===== src/include/asmf_pkg.sv =====
package asmf_pkg;
   // Register byte addresses; halfword big-endian access adds HALF_BE_LANE.
   localparam logic [31:0] ADDR_CONTROL   = 32'h1550_8000;
   localparam logic [31:0] ADDR_MODE      = 32'h1550_8004;
   localparam logic [31:0] ADDR_PRESCALE  = 32'h1550_8008;
   localparam logic [31:0] ADDR_FIFO_CTRL = 32'h1550_800C;
   localparam logic [31:0] ADDR_FIFO_PORT = 32'h1550_8010;
   localparam logic [1:0]  HALF_BE_LANE   = 2'h2;
   // Access size codes on the processor port.
   localparam logic [1:0] SIZE_BYTE = 2'h0;
   localparam logic [1:0] SIZE_HALF = 2'h1;
   localparam logic [1:0] SIZE_WORD = 2'h2;
   // Control register fields.
   localparam int CTL_ENABLE = 0;
   localparam int CTL_PRE_EN = 1;
   localparam int CTL_RX_IDLE = 2;
   localparam int CTL_TX_IDLE = 3;
   localparam int CTL_RX_DMA = 4;
   localparam int CTL_TX_DMA = 5;
   localparam int CTL_WR_W = 6;
   // Mode register fields.
   localparam int MODE_W = 9;
   localparam int MODE_ROLE = 8;
   localparam int MODE_TX = 7;
   localparam int MODE_RX = 6;
   localparam int MODE_POL = 5;
   localparam int MODE_FMT = 4;
   localparam int MODE_WID = 3;
   localparam int MODE_MCLK = 2;
   localparam int MODE_BCLK_HI = 1;
   // Prescaler register fields.
   localparam int PSR_W = 10;
   localparam int PSR_A_LO = 5;
   localparam int PSR_B_LO = 0;
   localparam int PSR_N_W = 5;
   // FIFO control fields; the writable part is bits 11:8.
   localparam int FC_TX_DMA = 3;
   localparam int FC_RX_DMA = 2;
   localparam int FC_TX_EN = 1;
   localparam int FC_RX_EN = 0;
   localparam int FC_WR_W = 4;
   localparam int FC_WR_LO = 8;
   localparam int CNT_W = 4;
   // Reset values of the writable parts.
   localparam logic [CTL_WR_W-1:0] CTL_RST = 6'h00;
   localparam logic [MODE_W-1:0]   MODE_RST = 9'h000;
   localparam logic [PSR_W-1:0]    PSR_RST = 10'h000;
   localparam logic [FC_WR_W-1:0]  FC_RST = 4'h0;
   // FIFO shape and indices.
   localparam int FIFO_W = 16;
   localparam int FIFO_DEPTH = 8;
   localparam int FIFO_TX = 0;
   localparam int FIFO_RX = 1;
   // Serial engine constants.
   localparam logic [4:0] BITS_8 = 5'h08;
   localparam logic [4:0] BITS_16 = 5'h10;
   localparam logic [4:0] BIT_IDLE = 5'h1F;
   localparam logic LR_RST = 1'b1;

   // Master clock ticks per bit clock half period.
   function automatic logic [4:0] half_period(input logic m384, input logic [1:0] r);
      case ({m384, r})
         3'b000:  half_period = 5'h08;
         3'b001:  half_period = 5'h04;
         3'b010:  half_period = 5'h03;
         3'b100:  half_period = 5'h0C;
         3'b101:  half_period = 5'h06;
         3'b110:  half_period = 5'h04;
         3'b111:  half_period = 5'h06;
         default: half_period = 5'h04;
      endcase
   endfunction

   // Bit clocks per channel slot: 16fs, 32fs, 48fs, reserved as 32fs.
   function automatic logic [4:0] slot_bits(input logic [1:0] r);
      case (r)
         2'b00:   slot_bits = 5'h08;
         2'b01:   slot_bits = 5'h10;
         2'b10:   slot_bits = 5'h18;
         default: slot_bits = 5'h10;
      endcase
   endfunction
endpackage


===== src/rtl/asmf_core.sv =====
`timescale 1ns/1ps
module asmf_core #(
   parameter int DEPTH = asmf_pkg::FIFO_DEPTH // Entries per FIFO.
) (
   input  wire logic        clk_i,                   // System clock.
   input  wire logic        rst_i,                   // Synchronous reset.
   input  wire logic [31:0] bus_addr_i,              // Byte address.
   input  wire logic        bus_wr_i,                // Write strobe.
   input  wire logic        bus_rd_i,                // Read strobe.
   input  wire logic [1:0]  bus_size_i,              // Access size.
   input  wire logic        bus_big_endian_i,        // Big-endian mode.
   input  wire logic [31:0] bus_wdata_i,             // Write data, low aligned.
   output logic      [31:0] bus_rdata_o,             // Read data.
   output logic             bus_ack_o,               // Access accepted.
   output logic             bus_err_o,               // Access refused.
   input  wire logic        serial_bit_clock_i,      // Bit clock pin in.
   output logic             serial_bit_clock_o,      // Bit clock pin out.
   output logic             serial_bit_clock_oe_n_o, // Bit clock drive, low.
   input  wire logic        frame_select_line_i,     // Frame select in.
   output logic             frame_select_line_o,     // Frame select out.
   output logic             frame_select_line_oe_n_o,// Frame select drive, low.
   input  wire logic        serial_data_in_i,        // Serial data in.
   output logic             serial_data_out_o,       // Serial data out.
   output logic             codec_clk_o,             // Codec master clock.
   output logic             tx_dma_req_o,            // Transmit DMA request.
   output logic             rx_dma_req_o             // Receive DMA request.
);
   import asmf_pkg::*;

   localparam int PW = $clog2(DEPTH);   // FIFO pointer width.
   localparam int CW = $clog2(DEPTH + 1); // FIFO count width.

   // Register state and next values.
   logic [CTL_WR_W-1:0] ctl_ff, nxt_ctl;      // Control, writable bits.
   logic [MODE_W-1:0]   mode_ff, nxt_mode;    // Mode configuration.
   logic [PSR_W-1:0]    psr_ff, nxt_psr;      // Prescaler values.
   logic [FC_WR_W-1:0]  fc_ff, nxt_fc;        // FIFO control, writable bits.
   logic [31:0]         rdata_ff, nxt_rdata;  // Read data holding register.
   logic                ack_ff, nxt_ack;      // Accept pulse.
   logic                err_ff, nxt_err;      // Refuse pulse.

   // FIFO request lines and views.
   logic              tx_push, tx_pop, rx_push, rx_pop; // FIFO strobes.
   logic [15:0]       tx_wdata, rx_wdata;     // Data pushed.
   logic [1:0]        f_push, f_pop, f_en;    // Per-FIFO strobes and enables.
   logic [15:0]       f_wdata [2];            // Per-FIFO push data.
   logic [15:0]       f_head [2];             // Per-FIFO oldest entry.
   logic [CW-1:0]     f_cnt [2];              // Per-FIFO fill count.
   logic              tx_rdy, rx_rdy;         // Ready flags.
   logic              lr_right;               // Right channel index.

   // Prescaler state.
   logic [PSR_N_W-1:0] pa_ff, nxt_pa, pb_ff, nxt_pb; // Divider counters.
   logic               cclk_ff, nxt_cclk;     // Codec clock level.
   logic               mclk_tick;             // Internal master clock tick.

   // Pin synchronisers.
   logic sck_s1, sck_s2, sck_s3;              // Bit clock sync and delay.
   logic lr_s1, lr_s2;                        // Frame select sync.
   logic sdi_s1, sdi_s2;                      // Data in sync.

   // Serial engine state.
   logic       bclk_ff, nxt_bclk;             // Generated bit clock.
   logic [4:0] hcnt_ff, nxt_hcnt;             // Half period counter.
   logic [4:0] slot_ff, nxt_slot;             // Bits sent in slot.
   logic       lr_ff, nxt_lr;                 // Current frame select.
   logic       seen_ff, nxt_seen;             // Frame select at last fall.
   logic       pend_ff, nxt_pend;             // Load due at next fall.
   logic [15:0] txsh_ff, nxt_txsh;            // Transmit shifter.
   logic [15:0] rxsh_ff, nxt_rxsh;            // Receive shifter.
   logic [4:0]  bit_ff, nxt_bit;              // Bits captured in word.

   // Bus decode, register writes, reads, and FIFO port strobes.
   always_comb begin
      logic [31:0] base;
      logic [1:0]  lane;
      logic [1:0]  bl;
      logic        pos_ok;
      logic        any_size;
      logic        hit;
      logic [31:0] cur;
      logic [31:0] wv;
      base = {bus_addr_i[31:2], 2'b00};
      lane = bus_addr_i[1:0];
      bl = bus_big_endian_i ? ~lane : lane;
      nxt_ctl = ctl_ff;
      nxt_mode = mode_ff;
      nxt_psr = psr_ff;
      nxt_fc = fc_ff;
      nxt_rdata = rdata_ff;
      nxt_ack = 1'b0;
      nxt_err = 1'b0;
      tx_push = 1'b0;
      rx_pop = 1'b0;
      tx_wdata = bus_wdata_i[15:0];
      hit = 1'b1;
      any_size = 1'b0;
      pos_ok = 1'b0;
      cur = 32'h0000_0000;
      // Position check: halfword sits two up in big-endian mode.
      case (bus_size_i)
         SIZE_WORD: pos_ok = (lane == 2'h0);
         SIZE_HALF: pos_ok = (lane == (bus_big_endian_i ? HALF_BE_LANE : 2'h0));
         SIZE_BYTE: pos_ok = 1'b1;
         default:   pos_ok = 1'b0;
      endcase
      // Select the register and what it reads as.
      case (base)
         ADDR_CONTROL: begin
            any_size = 1'b1;
            cur = 32'({lr_right, tx_rdy, rx_rdy, ctl_ff});
         end
         ADDR_MODE: cur = 32'(mode_ff);
         ADDR_PRESCALE: begin
            any_size = 1'b1;
            cur = 32'(psr_ff);
         end
         ADDR_FIFO_CTRL: cur = 32'({fc_ff, CNT_W'(f_cnt[FIFO_TX]), CNT_W'(f_cnt[FIFO_RX])});
         ADDR_FIFO_PORT: cur = 32'(f_cnt[FIFO_RX] != '0 ? f_head[FIFO_RX] : 16'h0000);
         default: hit = 1'b0;
      endcase
      // Byte access is refused where only halfword and word are allowed.
      if (bus_size_i == SIZE_BYTE && !any_size) begin
         pos_ok = 1'b0;
      end
      wv = bus_wdata_i;
      if (bus_size_i == SIZE_BYTE) begin
         wv = cur;
         wv[{bl, 3'b000} +: 8] = bus_wdata_i[7:0];
      end
      if (bus_wr_i || bus_rd_i) begin
         if (hit && pos_ok) begin
            nxt_ack = 1'b1;
            if (bus_wr_i) begin
               case (base)
                  ADDR_CONTROL:   nxt_ctl = wv[CTL_WR_W-1:0];
                  ADDR_MODE:      nxt_mode = wv[MODE_W-1:0];
                  ADDR_PRESCALE:  nxt_psr = wv[PSR_W-1:0];
                  ADDR_FIFO_CTRL: nxt_fc = wv[FC_WR_LO +: FC_WR_W];
                  ADDR_FIFO_PORT: tx_push = 1'b1;
                  default:        nxt_ack = 1'b1;
               endcase
            end else begin
               nxt_rdata = (bus_size_i == SIZE_BYTE) ? 32'(cur[{bl, 3'b000} +: 8]) : cur;
               rx_pop = (base == ADDR_FIFO_PORT);
            end
         end else begin
            nxt_err = 1'b1;
            if (bus_rd_i) begin
               nxt_rdata = 32'h0000_0000;
            end
         end
      end
   end

   // Register the bus side state.
   always_ff @(posedge clk_i) begin
      if (rst_i) begin
         ctl_ff <= CTL_RST;
         mode_ff <= MODE_RST;
         psr_ff <= PSR_RST;
         fc_ff <= FC_RST;
         rdata_ff <= 32'h0000_0000;
         ack_ff <= 1'b0;
         err_ff <= 1'b0;
      end else begin
         ctl_ff <= nxt_ctl;
         mode_ff <= nxt_mode;
         psr_ff <= nxt_psr;
         fc_ff <= nxt_fc;
         rdata_ff <= nxt_rdata;
         ack_ff <= nxt_ack;
         err_ff <= nxt_err;
      end
   end

   // Both FIFOs share one structure; index 0 transmits, index 1 receives.
   assign f_push = {rx_push, tx_push};
   assign f_pop = {rx_pop, tx_pop};
   assign f_en = {fc_ff[FC_RX_EN], fc_ff[FC_TX_EN]};
   assign f_wdata[FIFO_TX] = tx_wdata;
   assign f_wdata[FIFO_RX] = rx_wdata;
   for (genvar g = 0; g < 2; g++) begin : g_fifo
      logic [15:0]   mem_ff [DEPTH];           // Entry storage.
      logic [PW-1:0] wp_ff, nxt_wp, rp_ff, nxt_rp; // Pointers.
      logic [CW-1:0] cnt_ff, nxt_cnt;          // Fill count.
      logic          do_push, do_pop;          // Accepted strobes.
      // Push when not full, pop when not empty; disabling flushes.
      always_comb begin
         do_push = f_en[g] && f_push[g] && (cnt_ff != CW'(DEPTH));
         do_pop = f_en[g] && f_pop[g] && (cnt_ff != '0);
         nxt_wp = wp_ff + PW'(do_push);
         nxt_rp = rp_ff + PW'(do_pop);
         nxt_cnt = cnt_ff + CW'(do_push) - CW'(do_pop);
         if (!f_en[g]) begin
            nxt_wp = '0;
            nxt_rp = '0;
            nxt_cnt = '0;
         end
      end
      // Register pointers, count and the pushed entry.
      always_ff @(posedge clk_i) begin
         if (rst_i) begin
            wp_ff <= '0;
            rp_ff <= '0;
            cnt_ff <= '0;
         end else begin
            wp_ff <= nxt_wp;
            rp_ff <= nxt_rp;
            cnt_ff <= nxt_cnt;
            if (do_push) begin
               mem_ff[wp_ff] <= f_wdata[g];
            end
         end
      end
      assign f_head[g] = mem_ff[rp_ff];
      assign f_cnt[g] = cnt_ff;
   end

   // Ready flags and DMA requests.
   assign tx_rdy = (f_cnt[FIFO_TX] != '0);
   assign rx_rdy = (f_cnt[FIFO_RX] != CW'(DEPTH));
   assign tx_dma_req_o = ctl_ff[CTL_TX_DMA] && fc_ff[FC_TX_DMA] && tx_rdy;
   assign rx_dma_req_o = ctl_ff[CTL_RX_DMA] && fc_ff[FC_RX_DMA] && rx_rdy;

   // Prescalers count 0..N, so each divides the system clock by N+1.
   always_comb begin
      logic [PSR_N_W-1:0] na;
      logic [PSR_N_W-1:0] nb;
      na = psr_ff[PSR_A_LO +: PSR_N_W];
      nb = psr_ff[PSR_B_LO +: PSR_N_W];
      mclk_tick = ctl_ff[CTL_PRE_EN] && (pa_ff >= na);
      nxt_pa = (!ctl_ff[CTL_PRE_EN] || pa_ff >= na) ? '0 : pa_ff + 1'b1;
      nxt_pb = (!ctl_ff[CTL_PRE_EN] || pb_ff >= nb) ? '0 : pb_ff + 1'b1;
      nxt_cclk = ctl_ff[CTL_PRE_EN] && (nxt_pb <= (nb >> 1));
   end

   // Register the prescaler counters.
   always_ff @(posedge clk_i) begin
      if (rst_i) begin
         pa_ff <= '0;
         pb_ff <= '0;
         cclk_ff <= 1'b0;
      end else begin
         pa_ff <= nxt_pa;
         pb_ff <= nxt_pb;
         cclk_ff <= nxt_cclk;
      end
   end

   // Two flip-flops on every pin input; sck_s3 only delays for edges.
   always_ff @(posedge clk_i) begin
      if (rst_i) begin
         {sck_s1, sck_s2, sck_s3} <= 3'h0;
         {lr_s1, lr_s2, sdi_s1, sdi_s2} <= 4'h0;
      end else begin
         {sck_s1, sck_s2, sck_s3} <= {serial_bit_clock_i, sck_s1, sck_s2};
         {lr_s1, lr_s2} <= {frame_select_line_i, lr_s1};
         {sdi_s1, sdi_s2} <= {serial_data_in_i, sdi_s1};
      end
   end

   // Serial engine: clocking, framing, shifting and FIFO traffic.
   always_comb begin
      logic       master;
      logic       rise;
      logic       fall;
      logic       start;
      logic       load;
      logic [4:0] width;
      logic [15:0] data;
      master = !mode_ff[MODE_ROLE];
      width = mode_ff[MODE_WID] ? BITS_16 : BITS_8;
      rise = 1'b0;
      fall = 1'b0;
      nxt_bclk = bclk_ff;
      nxt_hcnt = hcnt_ff;
      nxt_slot = slot_ff;
      nxt_lr = lr_ff;
      nxt_seen = seen_ff;
      nxt_pend = pend_ff;
      nxt_txsh = txsh_ff;
      nxt_rxsh = rxsh_ff;
      nxt_bit = bit_ff;
      tx_pop = 1'b0;
      rx_push = 1'b0;
      rx_wdata = 16'h0000;
      data = 16'h0000;
      if (master) begin
         // Half period in master ticks follows both ratio settings.
         if (mclk_tick) begin
            if (hcnt_ff >= half_period(mode_ff[MODE_MCLK], mode_ff[MODE_BCLK_HI:0]) - 5'h01) begin
               nxt_hcnt = 5'h00;
               nxt_bclk = ~bclk_ff;
               rise = ~bclk_ff;
               fall = bclk_ff;
            end else begin
               nxt_hcnt = hcnt_ff + 5'h01;
            end
         end
         // Frame select flips at a falling edge after a full slot.
         if (fall) begin
            if (slot_ff >= slot_bits(mode_ff[MODE_BCLK_HI:0]) - 5'h01) begin
               nxt_slot = 5'h00;
               nxt_lr = ~lr_ff;
            end else begin
               nxt_slot = slot_ff + 5'h01;
            end
         end
      end else begin
         // Slave follows the synchronised pins; frame select latched on rise.
         rise = sck_s2 && !sck_s3;
         fall = !sck_s2 && sck_s3;
         if (rise) begin
            nxt_lr = lr_s2;
         end
      end
      // A frame select change starts a word, at once or one bit later.
      start = fall && (nxt_lr != seen_ff);
      load = fall && (mode_ff[MODE_FMT] ? start : pend_ff);
      if (fall) begin
         nxt_seen = nxt_lr;
         nxt_pend = start && !mode_ff[MODE_FMT];
      end
      if (load) begin
         // Transmit only when selected, enabled and not paused.
         if (mode_ff[MODE_TX] && !ctl_ff[CTL_TX_IDLE] && f_cnt[FIFO_TX] != '0) begin
            tx_pop = 1'b1;
            data = f_head[FIFO_TX];
         end
         nxt_txsh = mode_ff[MODE_WID] ? data : {data[7:0], 8'h00};
         nxt_bit = 5'h00;
      end else if (fall) begin
         nxt_txsh = {txsh_ff[14:0], 1'b0};
      end
      // Capture MSB first; push the finished word when receive is on.
      if (rise && bit_ff < width) begin
         nxt_rxsh = {rxsh_ff[14:0], sdi_s2};
         nxt_bit = bit_ff + 5'h01;
         if (bit_ff == width - 5'h01 && mode_ff[MODE_RX] && !ctl_ff[CTL_RX_IDLE]) begin
            rx_push = 1'b1;
            rx_wdata = mode_ff[MODE_WID] ? nxt_rxsh : {8'h00, nxt_rxsh[7:0]};
         end
      end
      // A stopped interface returns every piece of the engine to rest except the receive shifter, which keeps its value.
      if (!ctl_ff[CTL_ENABLE]) begin
         nxt_bclk = 1'b0;
         nxt_hcnt = 5'h00;
         nxt_slot = 5'h00;
         nxt_lr = LR_RST;
         nxt_seen = LR_RST;
         nxt_pend = 1'b0;
         nxt_txsh = 16'h0000;
         nxt_bit = BIT_IDLE;
         tx_pop = 1'b0;
         rx_push = 1'b0;
      end
   end

   // Register the serial engine.
   always_ff @(posedge clk_i) begin
      if (rst_i) begin
         bclk_ff <= 1'b0;
         hcnt_ff <= 5'h00;
         slot_ff <= 5'h00;
         lr_ff <= LR_RST;
         seen_ff <= LR_RST;
         pend_ff <= 1'b0;
         txsh_ff <= 16'h0000;
         rxsh_ff <= 16'h0000;
         bit_ff <= BIT_IDLE;
      end else begin
         bclk_ff <= nxt_bclk;
         hcnt_ff <= nxt_hcnt;
         slot_ff <= nxt_slot;
         lr_ff <= nxt_lr;
         seen_ff <= nxt_seen;
         pend_ff <= nxt_pend;
         txsh_ff <= nxt_txsh;
         rxsh_ff <= nxt_rxsh;
         bit_ff <= nxt_bit;
      end
   end

   // Channel index and pin drive.
   assign lr_right = lr_ff ^ mode_ff[MODE_POL];
   assign serial_bit_clock_o = bclk_ff;
   assign frame_select_line_o = lr_ff;
   assign serial_bit_clock_oe_n_o = mode_ff[MODE_ROLE];
   assign frame_select_line_oe_n_o = mode_ff[MODE_ROLE];
   assign serial_data_out_o = txsh_ff[15];
   assign codec_clk_o = cclk_ff;
   assign bus_rdata_o = rdata_ff;
   assign bus_ack_o = ack_ff;
   assign bus_err_o = err_ff;
endmodule


===== config.mk =====
export PLATFORM = sky130hd
export DESIGN_NAME = asmf_core
export DESIGN_NICKNAME = d
export VERILOG_FILES = /design/src/include/asmf_pkg.sv /design/src/rtl/asmf_core.sv
export SDC_FILE = /design/constraint.sdc
export NUM_CORES = 1
export LEC_CHECK = 0
export BUFFER_PORTS_ARGS = -buffer_cell sky130_fd_sc_hd__clkbuf_2
export CAP_MARGIN = 20
export CORE_MARGIN = 5
export CORE_UTILIZATION = 55
export CTS_CLUSTER_DIAMETER = 30
export DETAILED_ROUTE_END_ITERATION = 10
export PLACE_DENSITY = 0.84
export SETUP_SLACK_MARGIN = 0.4
export SLEW_MARGIN = 20
export SYNTH_ARGS = -nofsm -noshare
export SYNTH_HDL_FRONTEND = slang
export SYNTH_SLANG_ARGS = --single-unit

===== constraint.sdc =====
create_clock -name clk_i -period 8.5 [get_ports clk_i]
set_input_delay 1.7 -clock clk_i [delete_from_list [all_inputs] [get_ports clk_i]]
set_output_delay 1.7 -clock clk_i [all_outputs]
set_load 0.01 [all_outputs]

[Word-level counts from Yosys, hierarchy flattened]
Memories as Yosys holds them, arrays and structs flattened. A register that Yosys moved wholly into a read port is not among the register bits.
Cells that the tools add are included.
Widths: inputs -> output; s select.
Cells by class
  add/subtract/negate cells: 17
  order comparisons: 6
  eq/ne operators: 18
  shift operators: 3
  mux-type cells: 68
  bitwise logic cells: 9
  reduce and logical (&&, ||, !) cells: 61
Operators by type and width (number)
  $eq 30x27->1 const B: 5
  $mux 16: 8
  $mux 32: 4
  $pmux 16 s5: 1
  $mux 5: 10
  $mux 1: 36
  $bwmux 32: 1
  $shift 8x7->32 const A: 1
  $shiftx 32x6->8: 1
  $shiftx 8x7->32: 1
  $logic_and 1x1->1: 26
  $add 5x1->5 const B: 5
  $ge 5x5->1: 4
  $pmux 4 s4: 1
  $reduce_and 4->1: 4
  $sub 5x1->5 const B: 3
  $reduce_or 2->1: 7
  $add 3x1->3: 4
  $mux 12: 1
  $pmux 5 s2: 1
  $eq 3x3->1 const B: 3
  $add 4x1->4: 2
  $ne 4x4->1 const B: 2
  $reduce_bool 4->1: 2
  other kinds (25): 49
Word-level totals
  flip-flop bits (word level): 151
  bits in writable memories: 256
  input port bits: 74
  output and inout port bits: 42
  word-level logic and storage cells: 216
  memories kept: 2
Memory list
  g_fifo[0].mem_ff: words 8, bits a word 16, rd ports 1, clocked after memory_dff 1, write ports 1, RTL line asmf_core.sv:184  | logic [15:0] mem_ff [DEPTH];
  g_fifo[1].mem_ff: words 8, bits a word 16, rd ports 1, clocked after memory_dff 1, write ports 1, RTL line asmf_core.sv:184

[Longest topological paths before layout]
  depth after elaboration: 27
  depth in mapped cells: 22
  depth with buffers taken out: 21

[Worst setup path after synthesis]
OpenSTA, ideal clock, no wires.
  path type: input port to flip-flop
  from: input bus_addr_i[0]
  to: memory g_fifo[0].mem_ff[0][0] (enable)
  setup time: 0.409 ns
  arrival time: 4.533 ns
  data required time: 8.091 ns
  path slack: 3.557 ns
  cell stages on the path: 12
  buffers on the path: 1
  path through: clkbuf_1 > inv_1 > ha_1 > nand3b_1 > o31a_1 > o32a_1 > o22ai_1 > nand3_1 > nor2_1 > inv_1 > or3_1 > nor3_1
On the way
  cells in the longest elaborated chain, start to end: 11
  elaborated cells between the ends (all ways): 12
  classes of those cells: 1 x eq/ne; 7 x mux; 4 x reduce/logical
RTL lines
  start, declared: RTL line asmf_core.sv:7  | input wire logic [31:0] bus_addr_i,
  $eq 2x2->1 / $logic_not 2->1 (equally long branches): RTL line asmf_core.sv:103, asmf_core.sv:102
  $pmux 1 s3 (*): RTL line asmf_core.sv:101  | case (bus_size_i)
  $mux 1 (*): RTL line asmf_core.sv:123  | if (bus_size_i == SIZE_BYTE && !any_size) begin
  $logic_and 1x1->1 (*): RTL line asmf_core.sv:132  | if (hit && pos_ok) begin
  $mux 1 (*): RTL line asmf_core.sv:132
  $mux 1 (*): RTL line asmf_core.sv:131  | if (bus_wr_i || bus_rd_i) begin
  $logic_and 1x1->1 (*) (2 in a row): RTL line asmf_core.sv:190  | do_push = f_en[g] && f_push[g] && (cnt_ff != CW'(DEPTH));
  $mux 1 (*): RTL line asmf_core.sv:211  | if (do_push) begin
  $mux 1 (*): RTL line asmf_core.sv:203  | if (rst_i) begin
  $mux 1 (implied by the code) (*): RTL line asmf_core.sv:212  | mem_ff[wp_ff] <= f_wdata[g];
  end, declared: RTL line asmf_core.sv:184
Mark *: on every way between the ends. The rest lies on a longest branch, timed or not.

[Worst setup path in the final report]
  from: register mode_ff[0]
  to: register g_fifo[0].cnt_ff[3]
On the way
  cells in the longest elaborated chain, start to end: 21
  elaborated cells between the ends (all ways): 34
  classes of those cells: 3 x add/sub; 2 x order compare; 6 x eq/ne; 16 x mux; 7 x reduce/logical
RTL lines
  start, declared: RTL line asmf_core.sv:35  | logic [MODE_W-1:0] mode_ff, nxt_mode;
  start signal, assigned: RTL line asmf_core.sv:168  | mode_ff <= nxt_mode;
  $eq 3x3->1: RTL line asmf_pkg.sv:62  | case ({m384, r})
  $reduce_or 2->1 (no source line)
  $pmux 4 s4: RTL line asmf_pkg.sv:62
  $mux 5: RTL line asmf_core.sv:291  | if (mclk_tick) begin
  $mux 5: RTL line asmf_core.sv:289  | if (master) begin
  $sub 5x1->5: RTL line asmf_core.sv:292  | if (hcnt_ff >= half_period(mode_ff[MODE_MCLK], mode_ff[MODE_BCLK_HI:0]) - 5'h01) begin
  $ge 5x5->1: RTL line asmf_core.sv:292
  $mux 1: RTL line asmf_core.sv:292
  [... 4 more ...]
  $ne 1x1->1: RTL line asmf_core.sv:319  | start = fall && (nxt_lr != seen_ff);
  $logic_and 1x1->1: RTL line asmf_core.sv:319
  $mux 1: RTL line asmf_core.sv:320  | load = fall && (mode_ff[MODE_FMT] ? start : pend_ff);
  $logic_and 1x1->1 (*): RTL line asmf_core.sv:320
  $mux 1 (*): RTL line asmf_core.sv:325  | if (load) begin
  $mux 1 (*): RTL line asmf_core.sv:346  | if (!ctl_ff[CTL_ENABLE]) begin
  $logic_and 1x1->1 (*) (2 in a row): RTL line asmf_core.sv:191  | do_pop = f_en[g] && f_pop[g] && (cnt_ff != '0);
  $sub 4x1->4 (*): RTL line asmf_core.sv:194  | nxt_cnt = cnt_ff + CW'(do_push) - CW'(do_pop);
  end signal, assigned: RTL line asmf_core.sv:210  | cnt_ff <= nxt_cnt;
  end, declared: RTL line asmf_core.sv:186  | logic [CW-1:0] cnt_ff, nxt_cnt;
Mark *: on every way between the ends. The rest lies on a longest branch, timed or not. The select of a mux whose other input is x is not followed.
A chain may end at the register's enable or synchronous reset.

==> results.py <==
metrics = {
    "yosys": {
        "yosysWarningCount": 0,
        "async_flop_share_pct": 0,
        "netlist_instances": 1263,
        "syn-cell-area_sq_um": 16900,
        "syn_area_per_cell_sq_um": 13.4,
        "yosysTopAreaCell": "edfxtp_1",
        "synth_top_area_share_pct": 45.5,
        "synth_edf_count": 256,
        "yosysSeqAreaShare_pct": 61.4,
        "synth-main-ff-cell": "edfxtp_1",
        "ys_types": 69,
        "ys_ff_latch": 391,
        "synth_area_leaders": "edfxtp_1 (45%), dfxtp_1 (16%), mux4_2 (8.5%), ha_1 (3.7%), nor2_1 (2.3%)",
    },
    "grt": {
        "grt_pass1_wl_um": 63100,
        "track_usage_pct": 23.9,
        "grt.met1_usage_pct": 30.4,
        "use_met2_pct": 39.8,
        "antenna_found_initial": 4,
        "use_met3_pct": 4.87,
        "top_usage_layer": "met2",
        "grt_pass1_vias": 11500,
        "grt_max_degree": 53,
        "overflow": 0,
    },
    "floorplan": {
        "io-pin-count": 116,
        "core-area_sq_um": 30500,
        "die_x_um": 185,
        "rows": 64,
        "die_height_um": 185,
        "dieArea_sq_um": 34400,
        "start_util_pct": 55.4,
    },
    "route": {
        "drtAntennaViolNets": 0,
        "drtIter0Drc": 1525,
        "drtPass1Iterations": 8,
        "vias": 11200,
        "drc_errors": 0,
        "via_per_inst": 6.13,
        "drt_wl_total_um": 40900,
        "wl_per_cell_um": 22.4,
    },
    "timing": {
        "setup_viol": 0,
        "fmax_mhz": 202,
        "timing.slew.headroom_pct": 26.6,
        "rsz0062_at_grt": "false",
        "final_hold_viol_count": 0,
        "fin_crit_ps": 4960,
        "holdWs_ps": 448,
        "skew_ps": 25.8,
        "tns_ps": 0,
        "worstMarginPinSlew_ps": 1100,
        "slew_violations": 0,
        "finalCritPeriodShare_pct": 58.4,
    },
    "clock_tree": {
        "clock-sinks": 391,
        "root_buffer": "clkbuf_16",
        "clk_latency_ps": 560,
        "numCtsBuffers": 67,
        "clockBufferDepth": 3,
        "h-tree-depth": 3,
        "postCtsSetupBuffers": 0,
        "cts_tree": "done",
        "path_clk_slew_ps": 50,
        "post_cts_resized": 0,
        "ctsHoldBuffers": 0,
    },
    "setup_path": {
        "crit_arrival_ps": 5400,
        "reg2reg_to": "g_fifo[0].cnt_ff[3]$_SDFF_PP0_",
        "cp.required_ps": 8940,
        "worstSetupEndpointType": "flip-flop",
        "path_class": "reg -> reg",
        "start_kind": "flip-flop",
        "ff2ff_path_depth": 20,
        "ff2ff_setup_slack_ps": 3540,
        "crit_end": "g_fifo[0].cnt_ff[3]$_SDFF_PP0_",
        "critPathLaunch": "mode_ff[0]$_SDFFE_PP0P_",
        "r2r_start": "mode_ff[0]$_SDFFE_PP0P_",
        "path_max_fanout": 17,
    },
    "layout": {
        "nets": 1499,
        "utilization_pct": 65.5,
        "drive_gt1_share_pct": 22.4,
        "area_growth_syn_to_layout_pct": 18.1,
    },
    "power": {
        "vdd_drop_max_v": 0.000199,
        "power_mw": 4.73,
        "p_per_area_nw_per_um2": 237,
        "p_leak_nw": 7.11,
    },
    "job": {
        "drv_cap": 0,
    },
    "placement": {
        "hpwl_um": 25400,
        "place.gp.congestion": 0.904,
        "portBuffers": 83,
    },
    "outcome": {
        "status": "complete, no violations",
    },
    "min_path": {
        "hold_class": "reg -> reg",
    },
}
-- state kept, by name, summed over array words and instances (netlist names), 4 cells and up --
register / flops
g_fifo.mem_ff: 256
bus_rdata_o: 16
txsh_ff: 16
rxsh_ff: 15
psr_ff: 10
mode_ff: 9
g_fifo.cnt_ff: 8
ctl_ff: 6
g_fifo.rp_ff: 6
g_fifo.wp_ff: 6
bit_ff: 5
hcnt_ff: 5
pa_ff: 5
pb_ff: 5
slot_ff: 5
fc_ff: 4
-- routing by layer --
layer	vias up	part of all wire (%)
met1	5465	38
met2	605	49
met4	2	4.1
met3	141	8.6
met5	-	0.027
li1	4979	-
-- power breakdown --
group | internal, mW | switching, mW | leakage (nW)
Combinational | 0.0190 | 0.0460 | 2.28
Sequential | 2.01 | 0.000820 | 3.73
Clock | 1.67 | 0.977 | 1.09
Total | 3.71 | 1.02 | 7.11
-- synthesized netlist by cell type (all sizes together), types with 35 or more instances --
library cell / n
nor2: 102
clkbuf: 37
edfxtp: 256
a21oi: 55
mux4: 64
buf: 41
inv: 37
ha: 50
mux2i: 35
o21ai: 49
nand2: 88
dfxtp: 135
-- worst max-delay path, stage by stage (launching register included) --
cell and delay (ps):
dfxtp_1 370, nor2_1 230, nand2_1 140, a21boi_0 160, ha_1 240, xor2_1 170
ha_1 300, nand2_1 50, o21ai_0 150, a31oi_1 160, o31a_1 290, o31ai_4 380
mux2i_2 740, nor3_1 230, ha_1 280, inv_1 130, ha_1 250, a21o_1 180
a21oi_1 220, xnor2_1 140, nor2_1 50
-- area by class of cell --
| cell class | count | area [sq um] |
|---|---|---|
| repair buffers | 104 | 573 |
| fillers | 2050 | 10500 |
| clock inverters | 48 | 505 |
| clock buffers | 74 | 1750 |
| inverters | 37 | 139 |
| well taps | 396 | 495 |
| flip-flops and latches | 391 | 10400 |
| multi-input cells | 772 | 6100 |
| diodes | 3 | 7.51 |
-- logic make-up after synthesis --
kind of cell,synth area share (%)
and+or+nand+nor,10.4
buffers and inverters,3.12
AOI/OAI and AO/OA,8.25
other,0.0222
xor gates and xnor gates,1.29
adders and majority gates,3.94
muxes,11.5
DFF,61.4
-- how the worst min path moves through the flow --
stage,start,endpoint,cells after the start
floorplan,lr_s1$_SDFF_PP0_,lr_s2$_SDFF_PP0_,1
global placement,sck_s1$_SDFF_PP0_,sck_s2$_SDFF_PP0_,1
detailed placement,sdi_s1$_SDFF_PP0_,sdi_s2$_SDFF_PP0_,1
CTS,lr_s1$_SDFF_PP0_,lr_s2$_SDFF_PP0_,1
global route,lr_s1$_SDFF_PP0_,lr_s2$_SDFF_PP0_,1
finish,lr_s1$_SDFF_PP0_,lr_s2$_SDFF_PP0_,1
-- layout by cell type, fill, tap and decap left out, drive strengths merged, types with 22 or more instances in the layout --
| cell | netlist | layout |
|---|---|---|
| nor2 | 102 | 102 |
| and2 | 24 | 24 |
| ha | 50 | 50 |
| clkbuf | 37 | 156 |
| inv | 37 | 49 |
| o21ai | 49 | 49 |
| a21oi | 55 | 55 |
| nor2b | 22 | 22 |
| nand2 | 88 | 88 |
| clkinv | 0 | 23 |
| mux2i | 35 | 35 |
| buf | 41 | 22 |
| edfxtp | 256 | 256 |
| mux4 | 64 | 64 |
| dfxtp | 135 | 135 |
| a211oi | 26 | 26 |
| nand3 | 27 | 27 |
-- through the flow --
stage	area [sq um]	setup slack, ps	cells
finish	20000	3540	1825
global route	20000	3210	1825
CTS	20000	3620	1822
global placement	17700	3490	1700
detailed placement	17700	3450	1700
floorplan	17000	3560	1278
(Power assumes the default switching activity.)
